File: src/verilog/drb_pkg.sv
// shared constants and types for the dram bank/read link
package drb_pkg;
	// ==========================================
	// link commands and widths
	typedef enum logic [1:0] {
		CMD_NOP = 2'h0,
		CMD_ACT = 2'h1,
		CMD_PRE = 2'h2,
		CMD_RD  = 2'h3
	} drb_cmd_t;
	localparam int NB     = 8;
	localparam int BANK_W = 3;
	localparam int ROW_W  = 15;
	localparam int COL_W  = 10;
	localparam int DQ_W   = 16;
	localparam int TW     = 6;
	localparam int A_AP   = 10;
	localparam int A_BSEL = 12;
	// burst-length field of mode_register_zero
	localparam logic [1:0] BL_FIX8 = 2'h0;
	localparam logic [1:0] BL_OTF  = 2'h1;
	localparam logic [1:0] BL_FIX4 = 2'h2;
	localparam int BEATS_LONG = 8;
	localparam int BEATS_CHOP = 4;
	// ==========================================
	// timing, in link clocks unless named otherwise; CK_HALF counts system clocks
	localparam int CLK_PS     = 8000;
	localparam int CK_HALF    = 4;
	localparam int TCK_PS     = 2 * CK_HALF * CLK_PS;
	localparam int COL_GAP_CK = 4;
	localparam int LAT_ADD_CK = 0;
	localparam int LAT_CAS_CK = 6;
	localparam int TRP_CK     = 9;
	localparam int TRAS_CK    = 15;
	localparam int TRC_CK     = 24;
	localparam int TRTP_MIN   = 4;
	localparam int TRTP_PS    = 7500;
	localparam int TRTP_TCK   = (TRTP_PS + TCK_PS - 1) / TCK_PS;
	localparam int TRTP_CK    = (TRTP_TCK > TRTP_MIN) ? TRTP_TCK : TRTP_MIN;
	// ==========================================
	// controller register map and fields
	localparam logic [7:0] REG_CMD   = 8'h00;
	localparam logic [7:0] REG_STAT  = 8'h04;
	localparam logic [7:0] REG_DATA0 = 8'h08;
	localparam logic [7:0] REG_DATA1 = 8'h0c;
	localparam logic [7:0] REG_DATA2 = 8'h10;
	localparam logic [7:0] REG_DATA3 = 8'h14;
	localparam int CF_ADDR = 0;
	localparam int CF_BANK = 16;
	localparam int CF_CMD  = 20;
	localparam int SF_BUSY = 0;
	localparam int SF_ERR  = 1;
	localparam int SF_OPEN = 8;
	localparam int SF_CNT  = 16;
	localparam int SC_ERR  = 0;
	localparam int SC_CNT  = 1;
endpackage

File: src/verilog/drb_link_if.sv
// command link between memory controller and dram bank logic
`timescale 1ns/1ps
interface drb_link_if;
	logic                          ck;
	logic [1:0]                    cmd;
	logic [drb_pkg::BANK_W-1:0]    bank;
	logic [drb_pkg::ROW_W-1:0]     addr;
	logic [drb_pkg::DQ_W-1:0]      dq;
	logic                          dqs;
	modport ctl (output ck, cmd, bank, addr, input dq, dqs);
	modport dev (input ck, cmd, bank, addr, output dq, dqs);
endinterface

File: src/verilog/drb_ctl.sv
// memory controller end: register port, command timing, read capture
//
// The implementer's own choices: the strobed register port and the placing of the registers.
`timescale 1ns/1ps
module drb_ctl #(
	parameter int CK_HALF = drb_pkg::CK_HALF,
	parameter int LAT_ADD = drb_pkg::LAT_ADD_CK,
	parameter int TRP     = drb_pkg::TRP_CK,
	parameter int TRAS    = drb_pkg::TRAS_CK,
	parameter int TRC     = drb_pkg::TRC_CK,
	parameter int TRTP    = drb_pkg::TRTP_CK,
	parameter int COL_GAP = drb_pkg::COL_GAP_CK
) (
	input  wire logic        clk,
	input  wire logic        rst_b,
	drb_link_if.ctl          link,
	input  wire logic [7:0]  reg_addr,
	input  wire logic [31:0] reg_wdata,
	input  wire logic        reg_wr,
	input  wire logic        reg_rd,
	output logic [31:0]      reg_rdata
);
	localparam int NB = drb_pkg::NB;
	localparam int BW = drb_pkg::BANK_W;
	localparam int RW = drb_pkg::ROW_W;
	localparam int DW = drb_pkg::DQ_W;
	localparam int TW = drb_pkg::TW;

	typedef enum logic {ST_IDLE = 1'b0, ST_PEND = 1'b1} drb_st_t;

	logic [7:0]        div_q;
	logic              ck_q;
	logic              tick_r;
	logic              tick_f;
	drb_st_t           st_q;
	drb_pkg::drb_cmd_t p_cmd_q;
	logic [BW-1:0]     p_bank_q;
	logic [RW-1:0]     p_addr_q;
	drb_pkg::drb_cmd_t cmd_q;
	logic [BW-1:0]     bank_q;
	logic [RW-1:0]     addr_q;
	logic              iss;
	logic              done;
	logic              rd_bad;
	drb_pkg::drb_cmd_t iss_cmd;
	logic [RW-1:0]     iss_addr;
	logic [NB-1:0]     open_q;
	logic [NB-1:0]     pre_ok;
	logic [NB-1:0]     act_ok;
	logic [TW-1:0]     ccd_q;
	logic              wr_cmd;
	logic              wr_stat;
	logic              err_q;
	logic [DW-1:0]     dq_m_q;
	logic [DW-1:0]     dq_s_q;
	logic              dqs_m_q;
	logic              dqs_s_q;
	logic              dqs_d_q;
	logic              beat_ev;
	logic [DW-1:0]     beat_q [8];
	logic [2:0]        idx_q;
	logic [7:0]        cnt_q;
	logic [31:0]       rdata_q;

	// ==========================================
	// link clock divider; commands launch on falls for half a period of setup
	always_ff @(posedge clk) begin
		if (!rst_b) begin
			div_q <= 8'h0;
			ck_q  <= 1'b0;
		end else if (div_q == 8'(CK_HALF - 1)) begin
			div_q <= 8'h0;
			ck_q  <= ~ck_q;
		end else begin
			div_q <= div_q + 8'h1;
		end
	end
	assign tick_r = div_q == 8'(CK_HALF - 1) && !ck_q;
	assign tick_f = div_q == 8'(CK_HALF - 1) && ck_q;

	assign wr_cmd  = reg_wr && reg_addr == drb_pkg::REG_CMD;
	assign wr_stat = reg_wr && reg_addr == drb_pkg::REG_STAT;

	// ==========================================
	// issue decision for the pending command
	always_comb begin
		iss      = 1'b0;
		done     = 1'b0;
		rd_bad   = 1'b0;
		iss_cmd  = p_cmd_q;
		iss_addr = p_addr_q;
		if (st_q == ST_PEND && tick_f) begin
			case (p_cmd_q)
				drb_pkg::CMD_ACT: begin
					if (open_q[p_bank_q]) begin
						if (pre_ok[p_bank_q]) begin
							iss      = 1'b1;
							iss_cmd  = drb_pkg::CMD_PRE;
							iss_addr = '0;
						end
					end else if (act_ok[p_bank_q]) begin
						iss  = 1'b1;
						done = 1'b1;
					end
				end
				drb_pkg::CMD_PRE: begin
					if (p_addr_q[drb_pkg::A_AP] ? &pre_ok : pre_ok[p_bank_q]) begin
						iss  = 1'b1;
						done = 1'b1;
					end
				end
				drb_pkg::CMD_RD: begin
					if (!open_q[p_bank_q]) begin
						done   = 1'b1;
						rd_bad = 1'b1;
					end else if (ccd_q == '0) begin
						iss  = 1'b1;
						done = 1'b1;
					end
				end
				default: done = 1'b1;
			endcase
		end
	end

	// pending command and link outputs
	always_ff @(posedge clk) begin
		if (!rst_b) begin
			st_q     <= ST_IDLE;
			p_cmd_q  <= drb_pkg::CMD_NOP;
			p_bank_q <= '0;
			p_addr_q <= '0;
			cmd_q    <= drb_pkg::CMD_NOP;
			bank_q   <= '0;
			addr_q   <= '0;
		end else begin
			if (st_q == ST_IDLE && wr_cmd) begin
				st_q     <= ST_PEND;
				p_cmd_q  <= drb_pkg::drb_cmd_t'(reg_wdata[drb_pkg::CF_CMD +: 2]);
				p_bank_q <= reg_wdata[drb_pkg::CF_BANK +: BW];
				p_addr_q <= reg_wdata[drb_pkg::CF_ADDR +: RW];
			end else if (done) begin
				st_q <= ST_IDLE;
			end
			if (tick_f) begin
				cmd_q <= iss ? iss_cmd : drb_pkg::CMD_NOP;
				if (iss) begin
					bank_q <= p_bank_q;
					addr_q <= iss_addr;
				end
			end
		end
	end

	// per-bank timers, loaded at issue and counted on link rises
	for (genvar b = 0; b < NB; b++) begin : g_bank
		logic          hit;
		logic [TW-1:0] act_w_q;
		logic [TW-1:0] ras_w_q;
		logic [TW-1:0] pre_w_q;
		logic [TW-1:0] rtp_w_q;
		assign hit       = iss && p_bank_q == BW'(b);
		assign pre_ok[b] = ras_w_q == '0 && rtp_w_q == '0;
		assign act_ok[b] = pre_w_q == '0 && act_w_q == '0;
		always_ff @(posedge clk) begin
			if (!rst_b) begin
				open_q[b] <= 1'b0;
				act_w_q   <= '0;
				ras_w_q   <= '0;
				pre_w_q   <= '0;
				rtp_w_q   <= '0;
			end else if (iss && iss_cmd == drb_pkg::CMD_PRE
				&& (hit || iss_addr[drb_pkg::A_AP])) begin
				open_q[b] <= 1'b0;
				pre_w_q   <= TW'(TRP);
			end else if (hit && iss_cmd == drb_pkg::CMD_ACT) begin
				open_q[b] <= 1'b1;
				act_w_q   <= TW'(TRC);
				ras_w_q   <= TW'(TRAS);
			end else if (hit && iss_cmd == drb_pkg::CMD_RD) begin
				rtp_w_q <= TW'(LAT_ADD + TRTP);
				if (iss_addr[drb_pkg::A_AP]) begin
					open_q[b] <= 1'b0;
					pre_w_q   <= TW'(LAT_ADD + TRTP + TRP);
				end
			end else if (tick_r) begin
				act_w_q <= act_w_q - TW'(act_w_q != '0);
				ras_w_q <= ras_w_q - TW'(ras_w_q != '0);
				pre_w_q <= pre_w_q - TW'(pre_w_q != '0);
				rtp_w_q <= rtp_w_q - TW'(rtp_w_q != '0);
			end
		end
	end

	// column spacing, shared by all banks
	always_ff @(posedge clk) begin
		if (!rst_b) begin
			ccd_q <= '0;
		end else if (iss && iss_cmd == drb_pkg::CMD_RD) begin
			ccd_q <= TW'(COL_GAP);
		end else if (tick_r && ccd_q != '0) begin
			ccd_q <= ccd_q - TW'(1);
		end
	end

	// ==========================================
	// read capture: data and strobe share one synchroniser depth
	always_ff @(posedge clk) begin
		if (!rst_b) begin
			dq_m_q  <= '0;
			dq_s_q  <= '0;
			dqs_m_q <= 1'b0;
			dqs_s_q <= 1'b0;
			dqs_d_q <= 1'b0;
		end else begin
			dq_m_q  <= link.dq;
			dq_s_q  <= dq_m_q;
			dqs_m_q <= link.dqs;
			dqs_s_q <= dqs_m_q;
			dqs_d_q <= dqs_s_q;
		end
	end
	assign beat_ev = dqs_s_q ^ dqs_d_q;

	// beat store; a beat in the clearing cycle lands in slot zero
	always_ff @(posedge clk) begin
		if (!rst_b) begin
			idx_q <= 3'h0;
			cnt_q <= 8'h0;
			for (int i = 0; i < 8; i++) begin
				beat_q[i] <= '0;
			end
		end else if (wr_stat && reg_wdata[drb_pkg::SC_CNT]) begin
			idx_q <= {2'h0, beat_ev};
			cnt_q <= {7'h0, beat_ev};
			if (beat_ev) begin
				beat_q[0] <= dq_s_q;
			end
		end else if (beat_ev) begin
			beat_q[idx_q] <= dq_s_q;
			idx_q         <= idx_q + 3'h1;
			cnt_q         <= cnt_q + 8'(cnt_q != 8'hff);
		end
	end

	// sticky error: busy write or read of an idle bank; set beats clear
	always_ff @(posedge clk) begin
		if (!rst_b) begin
			err_q <= 1'b0;
		end else begin
			err_q <= (wr_cmd && st_q == ST_PEND) || rd_bad
				|| (err_q && !(wr_stat && reg_wdata[drb_pkg::SC_ERR]));
		end
	end

	// read data stands only in the cycle after the strobe
	always_ff @(posedge clk) begin
		if (!rst_b || !reg_rd) begin
			rdata_q <= 32'h0;
		end else if (reg_addr == drb_pkg::REG_CMD) begin
			rdata_q <= {10'h0, p_cmd_q, 1'b0, p_bank_q, 1'b0, p_addr_q};
		end else if (reg_addr == drb_pkg::REG_STAT) begin
			rdata_q <= {8'h0, cnt_q, open_q, 6'h0, err_q, st_q == ST_PEND};
		end else if (reg_addr == drb_pkg::REG_DATA0) begin
			rdata_q <= {beat_q[1], beat_q[0]};
		end else if (reg_addr == drb_pkg::REG_DATA1) begin
			rdata_q <= {beat_q[3], beat_q[2]};
		end else if (reg_addr == drb_pkg::REG_DATA2) begin
			rdata_q <= {beat_q[5], beat_q[4]};
		end else if (reg_addr == drb_pkg::REG_DATA3) begin
			rdata_q <= {beat_q[7], beat_q[6]};
		end else begin
			rdata_q <= 32'h0;
		end
	end

	assign link.ck   = ck_q;
	assign link.cmd  = cmd_q;
	assign link.bank = bank_q;
	assign link.addr = addr_q;
	assign reg_rdata = rdata_q;
endmodule

File: src/flat_wrapper.sv
// flat-port wrapper written by rule: the top's interface ports become plain ports
module drb_ctl_flat 
#(
	parameter int CK_HALF = drb_pkg::CK_HALF,
	parameter int LAT_ADD = drb_pkg::LAT_ADD_CK,
	parameter int TRP     = drb_pkg::TRP_CK,
	parameter int TRAS    = drb_pkg::TRAS_CK,
	parameter int TRC     = drb_pkg::TRC_CK,
	parameter int TRTP    = drb_pkg::TRTP_CK,
	parameter int COL_GAP = drb_pkg::COL_GAP_CK
)
  (clk, rst_b, reg_addr, reg_wdata, reg_wr, reg_rd, reg_rdata, link_ck, link_cmd, link_bank, link_addr, link_dq, link_dqs);
  drb_link_if link_i ();
  input  wire logic clk;
  input  wire logic rst_b;
  input  wire logic [7:0] reg_addr;
  input  wire logic [31:0] reg_wdata;
  input  wire logic reg_wr;
  input  wire logic reg_rd;
  output logic [31:0] reg_rdata;
  output wire logic [$bits(link_i.ck)-1:0] link_ck;
  output wire logic [$bits(link_i.cmd)-1:0] link_cmd;
  output wire logic [$bits(link_i.bank)-1:0] link_bank;
  output wire logic [$bits(link_i.addr)-1:0] link_addr;
  input wire logic [$bits(link_i.dq)-1:0] link_dq;
  input wire logic [$bits(link_i.dqs)-1:0] link_dqs;
  assign link_ck = link_i.ck;
  assign link_cmd = link_i.cmd;
  assign link_bank = link_i.bank;
  assign link_addr = link_i.addr;
  assign link_i.dq = link_dq;
  assign link_i.dqs = link_dqs;
  drb_ctl #(.CK_HALF(CK_HALF), .LAT_ADD(LAT_ADD), .TRP(TRP), .TRAS(TRAS), .TRC(TRC), .TRTP(TRTP), .COL_GAP(COL_GAP)) u_core (.clk(clk), .rst_b(rst_b), .link(link_i), .reg_addr(reg_addr), .reg_wdata(reg_wdata), .reg_wr(reg_wr), .reg_rd(reg_rd), .reg_rdata(reg_rdata));
endmodule
File: config.mk
export PLATFORM = sky130hd
export DESIGN_NAME = drb_ctl_flat
export DESIGN_NICKNAME = d
export VERILOG_FILES = /design/src/verilog/drb_pkg.sv /design/src/verilog/drb_link_if.sv /design/src/verilog/drb_ctl.sv /design/src/flat_wrapper.sv
export SDC_FILE = /design/constraint.sdc
export NUM_CORES = 1
export LEC_CHECK = 0
export BUFFER_PORTS_ARGS = -buffer_cell sky130_fd_sc_hd__buf_4
export CAP_MARGIN = 20
export CORE_AREA = 2 2 217 219
export DETAILED_ROUTE_END_ITERATION = 6
export DIE_AREA = 0 0 219 221
export PLACE_DENSITY = 0.67
export SYNTH_ARGS = -nofsm -noshare
export SYNTH_HDL_FRONTEND = slang
export SYNTH_SLANG_ARGS = --single-unit
File: constraint.sdc
create_clock -name clk -period 3.02 [get_ports clk]
set_input_delay 0.151 -clock clk [delete_from_list [all_inputs] [get_ports clk]]
set_output_delay 0.151 -clock clk [all_outputs]
set_load 0.05 [all_outputs]
==> results.md <==
- The count of unresolved DRC violations after routing is 0.
- The core footprint is 0.0461 sq mm.
- Per report_power, the sequential group accounts for between 40% and 50% of the total.
- The routed via count divided by cell count is 5.48.
- The count of TritonRoute iterations in the first routing pass is 5.
- The slew of the pin with the lowest slew margin is around 0.96 ns.
- The share of the clock period used by the worst path is 98.6%.
- The power density over the cells is 553 mW/mm^2.
- The width of the chip is around 220 um.
- Along the worst path, the maximum fanout reaches 6.
- In this run the count of I/O pins placed on the die edge is between 100 and 150.
- The total routing resource utilization after global routing is 23.3%.
- The sequential cell area fraction in the yosys report is roughly 50%.
- The class of the tightest hold or removal check is in2reg.
- In this run the critical register-to-register path is launched from u_core.g_bank[6].act_w_q[5].
- In this design, the stage delay of the slowest critical-path cell is ~0.47 ns.
- The routability-driven placement congestion ratio is between 0.8 and 0.9.
- The net switching power is approximately 3500 uW.
- For this run, the top clock speed supported by timing is around 0.34 GHz.
- The clock period minus final worst setup slack is between 2 and 3 ns.
- The fraction of power spent switching nets is between 20 and 25%.
- The count of mapped cells out of synthesis is around 2,200.
- The clock drives about 460 sinks.
- After filler insertion, the fill cell instance count of the layout stands at roughly 4,000.
- In this design, the critical path's most frequently occurring cell is nand2_1.
- Across the run, the number of max-cap violations was 0.
- The library cells used most frequently in the layout, excluding fill and tap cells, are dfxtp_1, buf_4, nor2_1.
- After floorplanning, the core was divided into 79 placement rows.
- The maximum root-to-sink buffer count is 3.
- The worst relative slew slack is ~35%.
- Dividing the detail-routed wire length by the instance count gives 18.0 um.
- The first global-routing pass estimated approximately 90,000 um of wire.
- The critical path class is reg2reg.
- The tree is rooted in a clkbuf_16.
- Yosys attributes the largest share of cell area to dfxtp_1, edfxtp_1, and2_1, nor2_1, ha_1.
- The flow ran to the end, and the final reports show no timing, DRC or antenna violations.
- The TritonCTS clock tree is built.
- The share of total power in the clock network is between 40% and 50%.
- The chip height is ~220 um.
- For this configuration, the core starts out at a cell density of 45.5%.
- The most area-hungry cell type in the Yosys netlist is dfxtp_1.
- The critical path data required time is 3.51 ns.
- Data on the critical path arrives at its endpoint at roughly 3.5 ns.
- The kind of launch point of the worst setup path is a flip-flop.
- Walking the worst path, the cells encountered are nor4_1 > nand2_1 > o311ai_0 > nand2_1 > o32ai_2 > or3_4 > nand2_1 > o311a_1 > o311a_1.
- The top cell type's share of synthesized area is 32.0%.
- After the first detailed-routing iteration, the DRC count stood at 1,099.
- The maximum level of the CTS H-tree is 2.
- The via count of the first global-routing pass is roughly 17,000.
- The post-route netlist has a little under a fifth of its cells at a drive strength greater than 1.
- Summed over all failing endpoints, the final setup total negative slack is 0 ns.
- The count of synthesis-stage warnings from yosys is 0.
- Averaged over all synthesized cells, the footprint is 9.44 sq um.
- The kind of cell adding the most delay to the critical path is compound AO/OA/AOI/OAI gates.
- The worst IR drop on VDD is approximately 0.71 mV.
- When the netlist entered floorplanning its net count stood at approximately 2,400.
- The setup-violating endpoint count in the final report is 0.
- The count of endpoints failing hold in the final timing report is 0.
- The number of antenna violations at the first check in global routing is 0.
- The clock insertion delay at the later pin of the skew report is approximately 0.6 ns.
- The endpoint class of the critical path is a flip-flop.
- Relative to the synthesized area, the layout overhead comes to 23.8%.
- The start point of the worst min-delay path is reg_addr[0].
- Counting flops with a built-in enable in the synthesized netlist gives ~130.
- The detail route stage leaves a number of antenna-violating nets equal to 0.
- Setup repair after global routing could not meet its margin everywhere.
- The post-layout total power is roughly 14,000 uW.
- The die covers slightly below 0.05 sq mm.
- The register bit total from synthesis is about 460.
- The count of buffers added on input and output ports is just over 100.
- The number of buffers created by CTS is between 40 and 50.
- The fraction of power consumed by combinational cells is around a tenth.
- After global routing the overflow that remains totals 0.
- In this run, distinct cell masters in the synthesized netlist total 81.
- On the critical path, the stage with the largest delay is an instance of o32ai_2.
- The total via count after detailed routing is around 17,000.
- In the synthesized netlist the dominant register cell turns out to be dfxtp_1.
- Summed over all cells, the static leakage comes to roughly 0.010 uW.
- On the final layout, the worst clock skew is ~0.039 ns.
- Wires add up to around 56,000 um.
- The number of slew-limit violations in the final report was 0.
- In the final design database the tool counted roughly 2,600 nets.
- The source of the critical timing path is u_core.g_bank[6].act_w_q[5].
- The combined buffer and inverter count along the critical path is 0.
- The pin count of the biggest net entering global routing is about 130.
- Clock-pin slew was measured on the worst setup and hold paths at 0.06 ns.
- The HPWL after detailed placement is just under 40,000 um.
- The internal power component is roughly 11,000 uW.
- The most frequent standard cell in the layout excluding fill and tap cells is dfxtp_1.
- Of all flip-flops after synthesis, the portion carrying an async set or reset was 0%.
- 0 antenna diodes ended up in the layout.
- The cell area that synthesis handed to floorplanning was 0.0210 sq mm.
## cell usage after synthesis (all sizes together) (7+ instances only)
library cell / instances
a211oi: 38
a21oi: 170
a221oi: 8
a22o: 19
a22oi: 26
a31oi: 16
and2: 171
and3: 26
buf: 26
clkbuf: 89
dfxtp: 335
edfxtp: 128
ha: 69
inv: 81
mux2: 13
mux2i: 29
nand2: 221
nand2b: 17
nand3: 58
nand4: 25
nor2: 260
nor2b: 8
nor3: 44
nor4: 48
nor4b: 19
o21ai: 43
o22a: 9
o311a: 7
o31ai: 9
or2: 7
or3: 11
xnor2: 66
xor2: 61
## per-stage QoR
| stage | setup slack [ns] | hold WS, ns | utilization, % | instance area (sq um) | std cells |
|---|---|---|---|---|---|
| final | 0.0437 | 0.0393 | 56.4 | 26000 | 3140 |
| after CTS | 0.00937 | 0.00252 | 56.0 | 25800 | 3138 |
| after global placement | -0.140 | 0.360 | 51.3 | 23600 | 3009 |
| after global routing | -0.0626 | 0.0368 | 56.4 | 26000 | 3140 |
| after floorplan | 0.0981 | 0.278 | - | 21000 | 2222 |
| after detailed placement | -0.164 | 0.362 | 51.3 | 23600 | 3009 |
## layer usage
metal	vias to the layer above	global-route usage, %	wire, um
met3	109	3.56	2730
met2	409	39.8	27800
met1	8364	29.6	23900
li1	8335	-	-
met5	-	0	0
met4	0	8.70	1920
## worst reg2reg max path: stages (launching register included)
cell      delay, ns
dfxtp_1        0.32
nor4_1         0.27
nand2_1        0.18
o311ai_0       0.43
nand2_1        0.16
o32ai_2        0.47
or3_4          0.27
nand2_1        0.11
o311a_1        0.36
o311a_1        0.32
## final cells by class
cell class                 instances  area (sq um)  area share, %
tap                              607           759           2.93
clock buffer                      76          1510           5.81
multi-input combinational       1562          9890           38.1
clock inverter                    10           169          0.651
inverter                          82           310           1.20
timing repair buffer             340          2770           10.7
sequential                       463         10600           40.7
## path summary, 6_finish.rpt
kind | to | slack, ns | depth (start not counted)
max | u_core.g_bank[3].pre_w_q[2] | 0.04 | 9
min | u_core.reg_rdata[23] | 0.04 | 4
max reg2reg | u_core.g_bank[3].pre_w_q[2] | 0.04 | 9
min reg2reg | u_core.dq_s_q[3] | 0.41 | 1
## sequential cells by signal (all words and copies together) (netlist names), 3 cells and up
name,count
u_core.div_q,8
u_core.g_bank.act_w_q,48
u_core.g_bank.rtp_w_q,48
u_core.g_bank.pre_w_q,48
u_core.ccd_q,6
u_core.link.addr,15
u_core.idx_q,3
u_core.p_addr_q,15
u_core.dq_s_q,16
u_core.p_bank_q,3
u_core.link.bank,3
u_core.beat_q,128
u_core.cnt_q,8
u_core.g_bank.ras_w_q,48
u_core.reg_rdata,32
u_core.dq_m_q,16
u_core.open_q,8
## power by group through the flow
| stage | Clock (uW) | Combinational, uW | Sequential [uW] |
|---|---|---|---|
| 3_3_place_gp | 0 | 1320 | 6800 |
| 3_5_place_dp | 0 | 1370 | 6810 |
| 2_1_floorplan | 0 | 855 | 6800 |
| 5_1_grt | 6560 | 1660 | 6710 |
| 4_1_cts | 6300 | 1460 | 6680 |
| 6_report | 6180 | 1490 | 6690 |
## timing repair
item / CTS / global route
gates cloned: 0 / 0
setup endpoints to repair: 76 / 193
hold buffers: 39 / 0
gates resized for setup: 12 / 32
pin swaps: 4 / 7
buffers inserted: 4 / 1
hold endpoints to repair: 44 / 0
## kinds of logic after synthesis
| group | after synthesis | share of synthesized area, % |
|---|---|---|
| DFF | 463 | 50.3 |
| and+or+nand+nor | 928 | 21.9 |
| AOI/OAI and AO/OA | 392 | 12.2 |
| buffers and inverters | 197 | 3.75 |
| adders and majority gates | 71 | 4.21 |
| xor gates and xnor gates | 127 | 5.30 |
| muxes | 44 | 2.36 |
(Power assumes the default switching activity.)
